[config.mk]
export PLATFORM = sky130hd
export DESIGN_NAME = hbx_exc_unit
export DESIGN_NICKNAME = d
export VERILOG_FILES = /design/src/hbx_pkg.sv /design/src/hbx_prio.sv /design/src/hbx_exc_unit.sv
export SDC_FILE = /design/constraint.sdc
export NUM_CORES = 1
export LEC_CHECK = 0
export ABC_AREA = 0
export BUFFER_PORTS_ARGS = -buffer_cell sky130_fd_sc_hd__clkbuf_2
export CORE_ASPECT_RATIO = 1.5
export CORE_UTILIZATION = 49
export DETAILED_ROUTE_END_ITERATION = 10
export PLACE_DENSITY_LB_ADDON = 0.08
export RECOVER_POWER = 100
export SYNTH_ARGS = -nofsm -noshare
export SYNTH_HDL_FRONTEND = slang
export SYNTH_HIERARCHICAL = 1
export SYNTH_SLANG_ARGS = --single-unit
[constraint.sdc]
create_clock -name ref_clk -period 5.3 [get_ports ref_clk]
set_clock_uncertainty 0.05 [all_clocks]
set_input_delay 0 -clock ref_clk [delete_from_list [all_inputs] [get_ports ref_clk]]
set_output_delay 0 -clock ref_clk [all_outputs]
set_load 0.01 [all_outputs]
[src/hbx_pkg.sv]
// hbx_pkg: shared types and constants of the exception priority and recovery unit
// assumes a single core clock domain and a head-first view of the history buffer
package hbx_pkg;

  // ===========================================================================
  // history buffer
  // ===========================================================================
  localparam int HBX_HB_DEPTH = 6;

  // one history buffer entry as seen from the exception unit
  typedef struct packed {
    logic valid;      // entry holds an issued instruction
    logic wb_done;    // writeback stage completed
    logic fault;      // instruction raised its own exception
    logic finish_ok;  // special/state write, return, cache op or bus access in flight
  } hbx_entry_s;

  // ===========================================================================
  // special register numbers
  // ===========================================================================
  localparam int HBX_SPR_W = 10;
  localparam logic [HBX_SPR_W-1:0] HBX_SPR_IRQ_ENABLE_RECOVERABLE = 10'h050;
  localparam logic [HBX_SPR_W-1:0] HBX_SPR_IRQ_DISABLE_RECOVERABLE = 10'h051;
  localparam logic [HBX_SPR_W-1:0] HBX_SPR_IRQ_DISABLE_UNRECOVERABLE = 10'h052;

  typedef enum logic [1:0] {
    HBX_PSPR_NONE,
    HBX_PSPR_EIE_CMD,
    HBX_PSPR_EID_CMD,
    HBX_PSPR_NRI_CMD
  } hbx_pspr_e;

  // ===========================================================================
  // machine state register, low half (architectural bits 16..31)
  // ===========================================================================
  localparam int HBX_HALF_W = 16;
  localparam int HBX_WORD_W = 32;
  localparam int HBX_EE_POS = 15;  // architectural bit 16
  localparam int HBX_RI_POS = 1;   // architectural bit 30
  localparam logic [HBX_HALF_W-1:0] HBX_MSR_RESET = 16'h0000;
  localparam logic [HBX_WORD_W-1:0] HBX_SSR_RESET = 32'h0000_0000;

  // ===========================================================================
  // exception causes, highest priority first
  // ===========================================================================
  typedef enum logic [2:0] {
    HBX_CAUSE_NONE,
    HBX_CAUSE_NM_BREAK,
    HBX_CAUSE_RESET,
    HBX_CAUSE_SYNC,
    HBX_CAUSE_M_BREAK,
    HBX_CAUSE_EXT_IRQ,
    HBX_CAUSE_DECR
  } hbx_cause_e;

  localparam int HBX_INFO_PAD_W = HBX_HALF_W - 3;
  localparam logic [HBX_INFO_PAD_W-1:0] HBX_INFO_PAD = 13'h0000;

  // requests offered to the arbiter
  typedef struct packed {
    logic nm_break;
    logic reset_exc;
    logic sync_head;
    logic m_break;
    logic ext_irq;
    logic decr;
  } hbx_req_s;

endpackage : hbx_pkg

[src/hbx_prio.sv]
// hbx_prio: fixed priority pick among pending exception requests
// assumes requests are already gated by their enables
`timescale 1ns/10ps
module hbx_prio
  import hbx_pkg::*;
(
  input hbx_req_s req,
  output hbx_cause_e cause
);

  // ===========================================================================
  // priority chain
  // ===========================================================================
  always_comb begin
    if (req.nm_break) begin
      cause = HBX_CAUSE_NM_BREAK; // RQ14
    end else if (req.reset_exc) begin
      cause = HBX_CAUSE_RESET; // RQ15
    end else if (req.sync_head) begin
      cause = HBX_CAUSE_SYNC; // RQ16
    end else if (req.m_break) begin
      cause = HBX_CAUSE_M_BREAK; // RQ18
    end else if (req.ext_irq) begin
      cause = HBX_CAUSE_EXT_IRQ; // RQ19
    end else if (req.decr) begin
      cause = HBX_CAUSE_DECR; // RQ20
    end else begin
      cause = HBX_CAUSE_NONE;
    end
  end

endmodule : hbx_prio

[src/hbx_exc_unit.sv]
// hbx_exc_unit: exception arbitration, async retirement and flush, recovery bits
// assumes the pipeline presents the history buffer head first and drops
// retired or flushed entries within one cycle of the pulse
`timescale 1ns/10ps
//
// Contract
// RQ1: async exception retires completed fault-free prefix
// RQ2: exception attaches to oldest remaining head entry
// RQ3: finish-type head retires, exception moves onward
// RQ4: head's own fault is serviced first
// RQ5: other head types flushed with all younger
// RQ6: taking exception clears external interrupt enable
// RQ7: recoverable bit saved, then cleared
// RQ8: unordered exceptions recoverable unless saving state
// RQ9: handler sets recoverable after prologue, clears before epilogue
// RQ10: handler avoids faults around register save/restore
// RQ11: writes to 80/81/82 set enable/recoverable combos
// RQ12: reads of 80/81/82 raise software emulation
// RQ13: non-maskable async outrank all, taken immediately
// RQ14: non-maskable breakpoint priority 1, immediate
// RQ15: reset exception priority 2, immediate
// RQ16: synchronous faults priority 3, program order
// RQ17: maskable async wait for head's exceptions
// RQ18: maskable breakpoint priority 4, retire then flush
// RQ19: external interrupt priority 5, held while disabled
// RQ20: decrementer priority 6, held while disabled
// RQ21: critical masked code keeps recoverable bit set
// RQ22: status save gets info high, state low
// RQ23: enable clear defers interrupt and decrementer
module hbx_exc_unit
  import hbx_pkg::*;
#(
  parameter int HB_DEPTH = HBX_HB_DEPTH
) (
  input wire logic ref_clk,
  input wire logic reset_n,
  input hbx_entry_s [HB_DEPTH-1:0] hb_entry,
  input wire logic nm_break_req,
  input wire logic reset_exc_req,
  input wire logic m_break_req,
  input wire logic ext_irq_req,
  input wire logic decr_event,
  input wire logic spr_wr_valid,
  input wire logic spr_rd_valid,
  input wire logic [HBX_SPR_W-1:0] spr_num,
  input wire logic msr_wr_valid,
  input wire logic [HBX_HALF_W-1:0] msr_wr_data,
  input wire logic rfi_valid,
  output logic [HB_DEPTH-1:0] hb_retire,
  output logic [HB_DEPTH-1:0] hb_flush,
  output logic exc_take,
  output hbx_cause_e exc_cause,
  output logic [$clog2(HB_DEPTH+1)-1:0] exc_slot,
  output logic sw_emul_exc,
  output logic [HBX_HALF_W-1:0] machine_state_reg,
  output logic [HBX_WORD_W-1:0] status_save_reg,
  output logic ext_irq_enable_bit,
  output logic recoverable_bit
);

  localparam int SLOT_W = $clog2(HB_DEPTH + 1);

  typedef enum logic [1:0] {
    ST_RUN,
    ST_WAIT_HEAD,
    ST_SETTLE
  } hbx_state_e;

  // ===========================================================================
  // helpers
  // ===========================================================================
  function automatic hbx_pspr_e pspr_decode(input logic [HBX_SPR_W-1:0] num);
    hbx_pspr_e res;
    res = HBX_PSPR_NONE;
    case (num)
      HBX_SPR_IRQ_ENABLE_RECOVERABLE: begin
        res = HBX_PSPR_EIE_CMD;
      end
      HBX_SPR_IRQ_DISABLE_RECOVERABLE: begin
        res = HBX_PSPR_EID_CMD;
      end
      HBX_SPR_IRQ_DISABLE_UNRECOVERABLE: begin
        res = HBX_PSPR_NRI_CMD;
      end
      default: begin
        res = HBX_PSPR_NONE;
      end
    endcase
    return res;
  endfunction : pspr_decode

  function automatic logic entry_clean(input hbx_entry_s e);
    return e.valid & e.wb_done & ~e.fault;
  endfunction : entry_clean

  function automatic logic is_async_maskable(input hbx_cause_e c);
    return (c == HBX_CAUSE_M_BREAK) || (c == HBX_CAUSE_EXT_IRQ) || (c == HBX_CAUSE_DECR);
  endfunction : is_async_maskable

  // ===========================================================================
  // state
  // ===========================================================================
  hbx_state_e state_reg;
  hbx_state_e state_next;
  logic decr_pend_reg;
  logic [HBX_HALF_W-1:0] msr_reg;
  logic [HBX_WORD_W-1:0] ssr_reg;
  logic [HB_DEPTH-1:0] retire_reg;
  logic [HB_DEPTH-1:0] flush_reg;
  logic take_reg;
  hbx_cause_e cause_reg;
  logic [SLOT_W-1:0] slot_reg;
  logic emul_reg;

  // ===========================================================================
  // retirement prefix and head search
  // ===========================================================================
  logic [HB_DEPTH-1:0] prefix_mask;
  logic [HB_DEPTH-1:0] valid_mask;
  logic [HB_DEPTH-1:0] from_head_mask;
  logic [SLOT_W-1:0] head_idx;
  hbx_entry_s head_ent;
  logic head_vld;

  always_comb begin
    logic run;
    run = 1'b1;
    head_idx = SLOT_W'(HB_DEPTH);
    head_ent = '0;
    for (int i = 0; i < HB_DEPTH; i++) begin
      valid_mask[i] = hb_entry[i].valid;
      prefix_mask[i] = run & entry_clean(hb_entry[i]); // RQ1
      if (run && !entry_clean(hb_entry[i])) begin
        head_idx = SLOT_W'(i); // RQ2
        head_ent = hb_entry[i];
      end
      run = run & entry_clean(hb_entry[i]);
    end
    head_vld = head_ent.valid;
    from_head_mask = valid_mask & ~prefix_mask;
  end

  // ===========================================================================
  // arbitration
  // ===========================================================================
  hbx_req_s req;
  hbx_cause_e pick;
  logic ee;
  logic ri;

  assign ee = msr_reg[HBX_EE_POS];
  assign ri = msr_reg[HBX_RI_POS];

  always_comb begin
    req.nm_break = nm_break_req; // RQ13
    req.reset_exc = reset_exc_req; // RQ13
    req.sync_head = head_vld & head_ent.wb_done & head_ent.fault; // RQ4 RQ17
    req.m_break = m_break_req;
    req.ext_irq = ext_irq_req & ee; // RQ19 RQ23
    req.decr = decr_pend_reg & ee; // RQ20 RQ23
  end

  hbx_prio u_prio (
    .req(req),
    .cause(pick)
  );

  // ===========================================================================
  // sequencing decision
  // ===========================================================================
  logic do_take;
  logic [HB_DEPTH-1:0] retire_next;
  logic [HB_DEPTH-1:0] flush_next;
  logic [SLOT_W-1:0] slot_next;

  always_comb begin
    do_take = 1'b0;
    retire_next = '0;
    flush_next = '0;
    slot_next = head_idx;
    state_next = state_reg;
    case (state_reg)
      ST_RUN, ST_WAIT_HEAD: begin
        if (pick == HBX_CAUSE_NM_BREAK || pick == HBX_CAUSE_RESET) begin
          do_take = 1'b1; // RQ13
          flush_next = valid_mask; // RQ14 RQ15
          slot_next = '0;
          state_next = ST_SETTLE;
        end else if (pick == HBX_CAUSE_SYNC) begin
          do_take = 1'b1; // RQ16
          retire_next = prefix_mask;
          flush_next = from_head_mask;
          state_next = ST_SETTLE;
        end else if (is_async_maskable(pick)) begin
          retire_next = prefix_mask; // RQ1 RQ18
          if (head_vld && head_ent.finish_ok) begin
            state_next = ST_SETTLE; // RQ3
          end else begin
            do_take = 1'b1; // RQ2
            flush_next = from_head_mask; // RQ5
            state_next = ST_SETTLE;
          end
        end else begin
          state_next = ST_RUN;
        end
        if (is_async_maskable(pick) && head_vld && head_ent.finish_ok) begin
          state_next = (|prefix_mask) ? ST_SETTLE : ST_WAIT_HEAD; // RQ3
        end
      end
      ST_SETTLE: begin
        state_next = ST_RUN;
      end
      default: begin
        state_next = ST_RUN;
      end
    endcase
  end

  always_ff @(posedge ref_clk) begin
    if (!reset_n) begin
      state_reg <= ST_RUN;
    end else begin
      state_reg <= state_next;
    end
  end

  // ===========================================================================
  // outputs toward the history buffer
  // ===========================================================================
  always_ff @(posedge ref_clk) begin
    if (!reset_n) begin
      retire_reg <= '0;
      flush_reg <= '0;
      take_reg <= 1'b0;
      cause_reg <= HBX_CAUSE_NONE;
      slot_reg <= '0;
    end else begin
      retire_reg <= retire_next;
      flush_reg <= flush_next;
      take_reg <= do_take;
      cause_reg <= do_take ? pick : HBX_CAUSE_NONE;
      slot_reg <= do_take ? slot_next : '0;
    end
  end

  // ===========================================================================
  // decrementer event, held until taken
  // ===========================================================================
  always_ff @(posedge ref_clk) begin
    if (!reset_n) begin
      decr_pend_reg <= 1'b0;
    end else if (decr_event) begin
      decr_pend_reg <= 1'b1; // RQ20
    end else if (do_take && pick == HBX_CAUSE_DECR) begin
      decr_pend_reg <= 1'b0;
    end
  end

  // ===========================================================================
  // machine state low half
  // ===========================================================================
  hbx_pspr_e wr_cmd;
  assign wr_cmd = spr_wr_valid ? pspr_decode(spr_num) : HBX_PSPR_NONE;

  always_ff @(posedge ref_clk) begin
    if (!reset_n) begin
      msr_reg <= HBX_MSR_RESET;
    end else if (do_take) begin
      msr_reg[HBX_EE_POS] <= 1'b0; // RQ6
      msr_reg[HBX_RI_POS] <= 1'b0; // RQ7
    end else if (rfi_valid) begin
      msr_reg <= ssr_reg[HBX_HALF_W-1:0];
    end else if (msr_wr_valid) begin
      msr_reg <= msr_wr_data;
    end else begin
      case (wr_cmd)
        HBX_PSPR_EIE_CMD: begin
          msr_reg[HBX_EE_POS] <= 1'b1; // RQ11
          msr_reg[HBX_RI_POS] <= 1'b1; // RQ11
        end
        HBX_PSPR_EID_CMD: begin
          msr_reg[HBX_EE_POS] <= 1'b0; // RQ11
          msr_reg[HBX_RI_POS] <= 1'b1; // RQ11
        end
        HBX_PSPR_NRI_CMD: begin
          msr_reg[HBX_EE_POS] <= 1'b0; // RQ11
          msr_reg[HBX_RI_POS] <= 1'b0; // RQ11
        end
        default: begin
          msr_reg <= msr_reg;
        end
      endcase
    end
  end

  // ===========================================================================
  // status save register
  // ===========================================================================
  always_ff @(posedge ref_clk) begin
    if (!reset_n) begin
      ssr_reg <= HBX_SSR_RESET;
    end else if (do_take) begin
      ssr_reg <= {HBX_INFO_PAD, pick, msr_reg}; // RQ22 RQ7 RQ8
    end
  end

  // ===========================================================================
  // pseudo register reads trap to emulation
  // ===========================================================================
  always_ff @(posedge ref_clk) begin
    if (!reset_n) begin
      emul_reg <= 1'b0;
    end else begin
      emul_reg <= spr_rd_valid && (pspr_decode(spr_num) != HBX_PSPR_NONE); // RQ12
    end
  end

  assign hb_retire = retire_reg;
  assign hb_flush = flush_reg;
  assign exc_take = take_reg;
  assign exc_cause = cause_reg;
  assign exc_slot = slot_reg;
  assign sw_emul_exc = emul_reg;
  assign machine_state_reg = msr_reg;
  assign status_save_reg = ssr_reg;
  assign ext_irq_enable_bit = msr_reg[HBX_EE_POS];
  assign recoverable_bit = msr_reg[HBX_RI_POS];

endmodule : hbx_exc_unit

==> results of run 1 <==
[stage by stage]
stage / utilization / total power, mW / hold WS (ns)
after floorplan: - / 0.637 / 0.0638
after detailed placement: 0.607 / 0.697 / 0.202
final: 0.650 / 1.19 / 0.0291
after global placement: 0.607 / 0.693 / 0.199
after CTS: 0.673 / 1.22 / 0.0166
after global routing: 0.650 / 1.24 / 0.0383
[placed cells by master (no fill, tap or decap), types with 2 or more instances in the layout]
cell and n:
nor3_1 6, xnor2_1 2, bufinv_16 3, conb_1 13, nor4_1 3, nand3b_1 4, ha_1 3, dfxtp_1 57
and3_1 3, nand3_1 6, o221a_4 4, o31ai_1 2, dlygate4sd3_1 11, clkbuf_1 60, nand2b_1 3, and2_1 2
mux2i_1 16, a21oi_1 24, clkbuf_2 58, and3b_1 4, or2_2 3, nor2_1 35, a211oi_1 3, o22ai_1 2
o21ai_0 7, buf_4 2, inv_1 22, nor3b_1 2, nand2_1 52, o221a_2 9, clkbuf_8 11
[power groups by stage]
stage | Sequential, mW | Clock [mW] | Combinational (mW)
floorplan | 0.502 | 0 | 0.135
global placement | 0.491 | 0 | 0.203
detailed placement | 0.491 | 0 | 0.206
CTS | 0.482 | 0.522 | 0.212
global route | 0.484 | 0.534 | 0.218
finish | 0.481 | 0.512 | 0.196
[per-layer routing]
layer	part of all wire	GRT usage
met2	0.53	0.432
met1	0.40	0.223
met3	0.046	0.0450
met5	0	0
met4	0.027	0.131
[final cells by class]
class / instances / area [um2] / share of cell area
multi-input cells: 231 / 1420 / 0.392
flip-flops and latches: 57 / 1140 / 0.315
clock inverters: 4 / 98.8 / 0.0273
clock buffers: 12 / 155 / 0.0428
inverters: 22 / 82.6 / 0.0228
repair buffers: 130 / 637 / 0.176
well taps: 70 / 87.6 / 0.0242
[kinds of logic after synthesis]
group | after synthesis | synth area share
simple gates | 133 | 0.225
mux | 17 | 0.0597
xor+xnor | 3 | 0.00915
flops | 57 | 0.397
buf+inv | 55 | 0.105
fa+ha+maj | 3 | 0.0131
compound gates | 62 | 0.189
other cells | 1 | 0.00131
[worst max path at each step]
stage | start | to | slack, ns | depth (start not counted)
2_1_floorplan | hb_entry[6] | hb_flush[5] | 2.66 | 14
3_3_place_gp | hb_entry[1] | machine_state_reg[2] | 1.86 | 12
3_5_place_dp | hb_entry[1] | machine_state_reg[0] | 1.74 | 12
4_1_cts | hb_entry[3] | machine_state_reg[0] | 1.57 | 13
5_1_grt | hb_entry[3] | exc_slot[1] | 0.69 | 13
6_report | hb_entry[3] | exc_cause[1] | 1.29 | 14
[timing repair]
action                                 in CTS  in global routing
hold buffers                               11                  0
endpoints found under the hold margin      10                  0
buffers inserted                            0                  0
gates resized for setup                     0                  0
[worst reg2reg max path, cell delays in order (launching register included)]
cell      delay, ns
dfxtp_1        0.40
and2_1         0.16
or3b_1         0.35
a21oi_1        0.47
a21oi_1        0.13
o31ai_1        0.10
a211oi_1       0.15
o21ai_0        1.28
nor2_1         0.15
==> impl_metrics.csv, run 1 <==
group,metric,value,unit
final_layout,final_area,3620,um2
global_route,antenna_found_initial,0,
min_path,hp-class,"in -> reg",
placement,io_buffers,117,
floorplanning,rows,33,
routing,vias_per_cell,5.15,
setup_path,rr_endpoint,"exc_cause[1]",
min_path,holdPathStages,3,
power_and_ir_drop,sw_frac_of_total,0.257,
cts,htreeDepth,3,
setup_path,cp_top_family,"compound AO/OA/AOI/OAI gates",
yosys,ys.flop_type,"dfxtp_1",
routing,num_vias,2710,
yosys,syn_avg_cell_area,8.68,um2
final_layout,layout.nets,515,
timing,finalHoldViolations,0,
routing,drt_iter0_markers,90,
global_route,grt_overflow,0,
final_layout,largest_register_ff_count,19,
cts,worst_skew_pair.late_latency,0.33,ns
yosys,yosys-top-cells-area,"dfxtp_1 (40%), nand2_1 (6.8%), o221a_4 (6.3%)",
setup_path,crit_buf_inv,2,
yosys,yosysSeqAreaShare,0.397,
routing,drc,0,
final_layout,area_growth,26.1,%
min_path,min_from,"hb_entry[14]",
power_and_ir_drop,power_density,328,nW/um2
routing,wl_per_cell,12.8,um
timing,clock.fmax,249,MHz
cts,clkTransAtPathRegs,0.07,ns
final_layout,instances_no_fill,526,
floorplanning,die_area,6180,um2
routing,drt_pass1_iterations,4,
yosys,postSynthCellCount,331,
setup_path,cp_slowest_cell,"o21ai_0",
placement,post_dp_cell_area,3390,um2
global_route,grt_pass1_wl,10.7,mm
power_and_ir_drop,p_seq_frac,0.405,
setup_path,r2r_cells,8,
power_and_ir_drop,p_int,0.883,mW
setup_path,crit_path_start_kind,"input pin",
power_and_ir_drop,power.leakage,1.59,nW
min_path,hold_end,"hb_retire[3]",
timing,worstMarginPinSlew,2.26,ns
yosys,yosysMostFrequentCell,"dfxtp_1",
timing,setup_violations,0,
setup_path,reg2reg_from,"machine_state_reg[15]",
final_layout,diodes,0,
cts,clock_path_buffers,2,
routing,wirelength,6.74,mm
setup_path,regToRegSetupSlack,1.87,ns
power_and_ir_drop,switchingPower,0.306,mW
timing,layout_setup_ws,1.29,ns
yosys,synth_top_area_share,0.397,
power_and_ir_drop,ir_drop,237,uV
floorplanning,start_util,0.515,
outcome,violations,"capacitance limit, slew limit",
timing,max-slew-margin-rel,-0.508,
floorplanning,num_io_pins,131,
setup_path,crit_type,"in -> reg",
yosys,synth_common_cells,"dfxtp_1 (57), nand2_1 (52), nor2_1 (35)",
timing,setup_tns,0,ns
placement,dp.cells,499,
global_route,track_usage,0.226,
yosys,yosys_warnings,6,
placement,place.gp.congestion,0.847,
cts,cts_made_buffers,9,
floorplanning,coreArea,5570,um2
setup_path,crit_path_end_kind,"flip-flop",
yosys,synthesis.area,2870,um2
final_layout,drive_gt1_frac,0.213,
setup_path,critPathMaxStageDelay,1.28,ns
timing,maxSlewViolCount,72,
timing,post-route-period-util,0.757,
floorplanning,die_w,64.5,um
cts,cts_num_sinks,57,
timing,rsz0062_at_grt,"no",
global_route,grt_pass1_vias,2555,
yosys,yosysTopAreaCell,"dfxtp_1",
setup_path,critPathMaxFanout,14,
final_layout,nFillCells,580,
power_and_ir_drop,combPwrFrac,0.165,
placement,dp_hpwl,4.83,mm
setup_path,required,5.39,ns
cts,cts_tree,"built",
cts,cts_root_buf,"clkbuf_8",
timing,fin_crit,4.01,ns
outcome,status,"finished with violations",
yosys,synth-edff-count,0,
global_route,grt_max_degree,57,
setup_path,crit_chain,"dlygate4sd3_1 > clkbuf_1 > and3b_1 > nand2_1 > o311ai_0 > a21oi_1 > nor2_1 > nor2_1 > a21oi_1 > a21oi_1 > o31ai_1 > a211oi_1 > o21ai_0 > nor2_1",
flow_run,drv_cap,2,
placement,place_worst_setup_slack,1.74,ns
floorplanning,die-height,95.8,um
power_and_ir_drop,pwr-share-clk,0.431,
yosys,yosysUniqueCellTypes,55,
yosys,ys_ff_latch,57,
setup_path,arrival,4.11,ns
yosys,async_flop_share,0,
routing,ant_nets,0,
No activity file was read; power rests on OpenSTA's default activity.
==> run 2, diff against run 1 <==
CORE_UTILIZATION = 42   (was 49)
clock period = 3.6 ns   (was 5.3 ns; I/O delays follow)
==> impl_metrics.csv, run 2 (synthesized netlist as in run 1, its figures left out) <==
group,metric,value,unit
outcome,status,"finished with violations",
outcome,violations,"hold timing, capacitance limit, slew limit",
final_layout,final_cell_mix,"clkbuf_2 (59), clkbuf_1 (58), dfxtp_1 (57)",
routing,wl_met2,3.66,mm
routing,drt_iter0_markers,94,
routing,routed.top_layer,"met4",
placement,place_worst_setup_slack,0.280,ns
global_route,grt_max_degree,57,
cts,clkTransAtPathRegs,0.07,ns
power_and_ir_drop,ir_drop,228,uV
timing,rsz0062_at_grt,"no",
final_layout,area_growth,24.1,%
setup_path,crit_path_frequent_cell,"nor2_1",
cts,worst_skew_pair.late_latency,0.33,ns
timing,worstMarginPinSlew,2.21,ns
final_layout,diodes,0,
global_route,antenna_found_initial,0,
setup_path,arrival,3.50,ns
setup_path,critPathMaxStageDelay,0.53,ns
min_path,hp-class,"in -> reg",
setup_path,required,3.75,ns
placement,io_buffers,117,
setup_path,crit_chain,"dlygate4sd3_1 > clkbuf_2 > and3b_1 > nand2_1 > o311ai_0 > a21oi_1 > nor2_1 > nor2_1 > a21oi_2 > buf_4 > xnor2_1 > o21ai_1 > or2_2 > or3_1 > o21ai_0 > nor2_1",
timing,clock.fmax,298,MHz
floorplanning,die_w,69.5,um
global_route,grt_pass1_wl,11.1,mm
timing,layout_setup_ws,0.245,ns
placement,post_dp_cell_area,3410,um2
setup_path,cp_slowest_cell,"dlygate4sd3_1",
placement,place.gp.congestion,0.766,
final_layout,drive_gt1_frac,0.225,
final_layout,final_area,3560,um2
setup_path,crit_path_end_kind,"flip-flop",
cts,cts_tree,"built",
setup_path,crit_type,"in -> reg",
final_layout,layout.nets,517,
final_layout,final_common_cell,"clkbuf_2",
cts,cts_made_buffers,9,
timing,setup_violations,0,
routing,wl_met3,340,um
routing,ant_nets,0,
timing,fin_crit,3.36,ns
global_route,grt_pass1_vias,2550,
floorplanning,start_util,0.440,
final_layout,largest_register_ff_count,19,
routing,drt_pass1_iterations,4,
routing,vias_per_cell,5.05,
final_layout,nFillCells,686,
setup_path,crit_path_start_kind,"input pin",
flow_run,drv_cap,1,
floorplanning,die_area,7180,um2
cts,cts_root_buf,"clkbuf_8",
placement,dp_hpwl,4.99,mm
power_and_ir_drop,power.leakage,1.55,nW
floorplanning,die-height,103,um
power_and_ir_drop,finalPower,1.58,mW
setup_path,cp_top_family,"simple AND/OR/NAND/NOR gates",
floorplanning,coreArea,6530,um2
global_route,track_usage,0.195,
cts,cts_num_sinks,57,
routing,wl_per_cell,13.0,um
power_and_ir_drop,power_density,443,nW/um2
global_route,grt_overflow,0,
routing,wl_met1,2.81,mm
cts,clock_path_buffers,2,
timing,max-slew-margin-rel,-0.473,
timing,whs,-0.00218,ns
routing,num_vias,2699,
floorplanning,num_io_pins,131,
setup_path,crit_buf_inv,3,
cts,cts_setup_buffers,0,
timing,post-route-period-util,0.932,
timing,finalHoldViolations,1,
cts,htreeDepth,3,
timing,setup_tns,0,ns
routing,drc,0,
floorplanning,rows,36,
setup_path,critPathMaxFanout,5,
timing,maxSlewViolCount,57,
routing,wirelength,6.93,mm
==> run 2: cell count changes in the layout (fill, tap and decap cells not counted), moves of 2 or more <==
| cell | before | now |
|---|---|---|
| buf_4 | 2 | 4 |
| clkbuf_1 | 60 | 58 |
| o221a_2 | 9 | 13 |
| o221a_4 | 4 | 0 |
| clkbuf_8 | 11 | 9 |
| bufinv_16 | 3 | 1 |
| o21ai_0 | 7 | 5 |
| clkinvlp_4 | 0 | 3 |
| clkinv_2 | 0 | 2 |
==> run 2: path summary, 6_finish.rpt <==
kind	endpoint	slack, ns	from	cells after the start
worst max-delay path	hb_flush[4]	0.24	hb_entry[3]	16
worst min-delay path	exc_cause[1]	-0.002	nm_break_req	4
worst max register to register	hb_flush[4]	0.81	machine_state_reg[15]	10
worst min register to register	status_save_reg[18]	0.41	status_save_reg[18]	2
==> run 2: layout make-up <==
| cell class | instances | area, um2 | area share |
|---|---|---|---|
| Sequential cell | 57 | 1140 | 0.320 |
| Clock buffer | 9 | 124 | 0.0348 |
| Inverter | 22 | 82.6 | 0.0232 |
| Timing Repair Buffer | 132 | 653 | 0.183 |
| Clock inverter | 7 | 71.3 | 0.0200 |
| Tap cell | 76 | 95.1 | 0.0267 |
| Multi-Input combinational cell | 231 | 1400 | 0.392 |
==> run 2: routing by layer <==
layer / track usage / vias up
li1: - / 1349
met1: 0.201 / 1251
met2: 0.376 / 85
met3: 0.0426 / 14
met4: 0.0863 / 0
met5: 0 / -
==> run 2: worst register-to-register path, stage by stage, from the launching register on <==
cell,delay [ns]
dfxtp_1,0.41
and2_1,0.17
or3b_1,0.37
a21oi_2,0.22
buf_4,0.17
xnor2_1,0.17
o21ai_1,0.16
or2_2,0.33
or3_1,0.38
o21ai_0,0.18
nor2_1,0.05
==> run 2: report_power, final <==
| group | total [mW] | switching (mW) | internal, mW |
|---|---|---|---|
| clock | 0.585 | 0.268 | 0.317 |
| sequential | 0.707 | 0.0313 | 0.676 |
| combinational | 0.285 | 0.162 | 0.123 |
==> run 2: repair_timing <==
item,in CTS,in global routing
gates resized for setup,0,3
setup endpoints to repair,0,41
hold buffers,11,0
hold endpoints to repair,10,0
==> run 2: through the flow <==
step,util,cells
global placement,0.522,507
CTS,0.569,534
finish,0.545,534
detailed placement,0.522,507
global route,0.545,534
floorplan,-,343
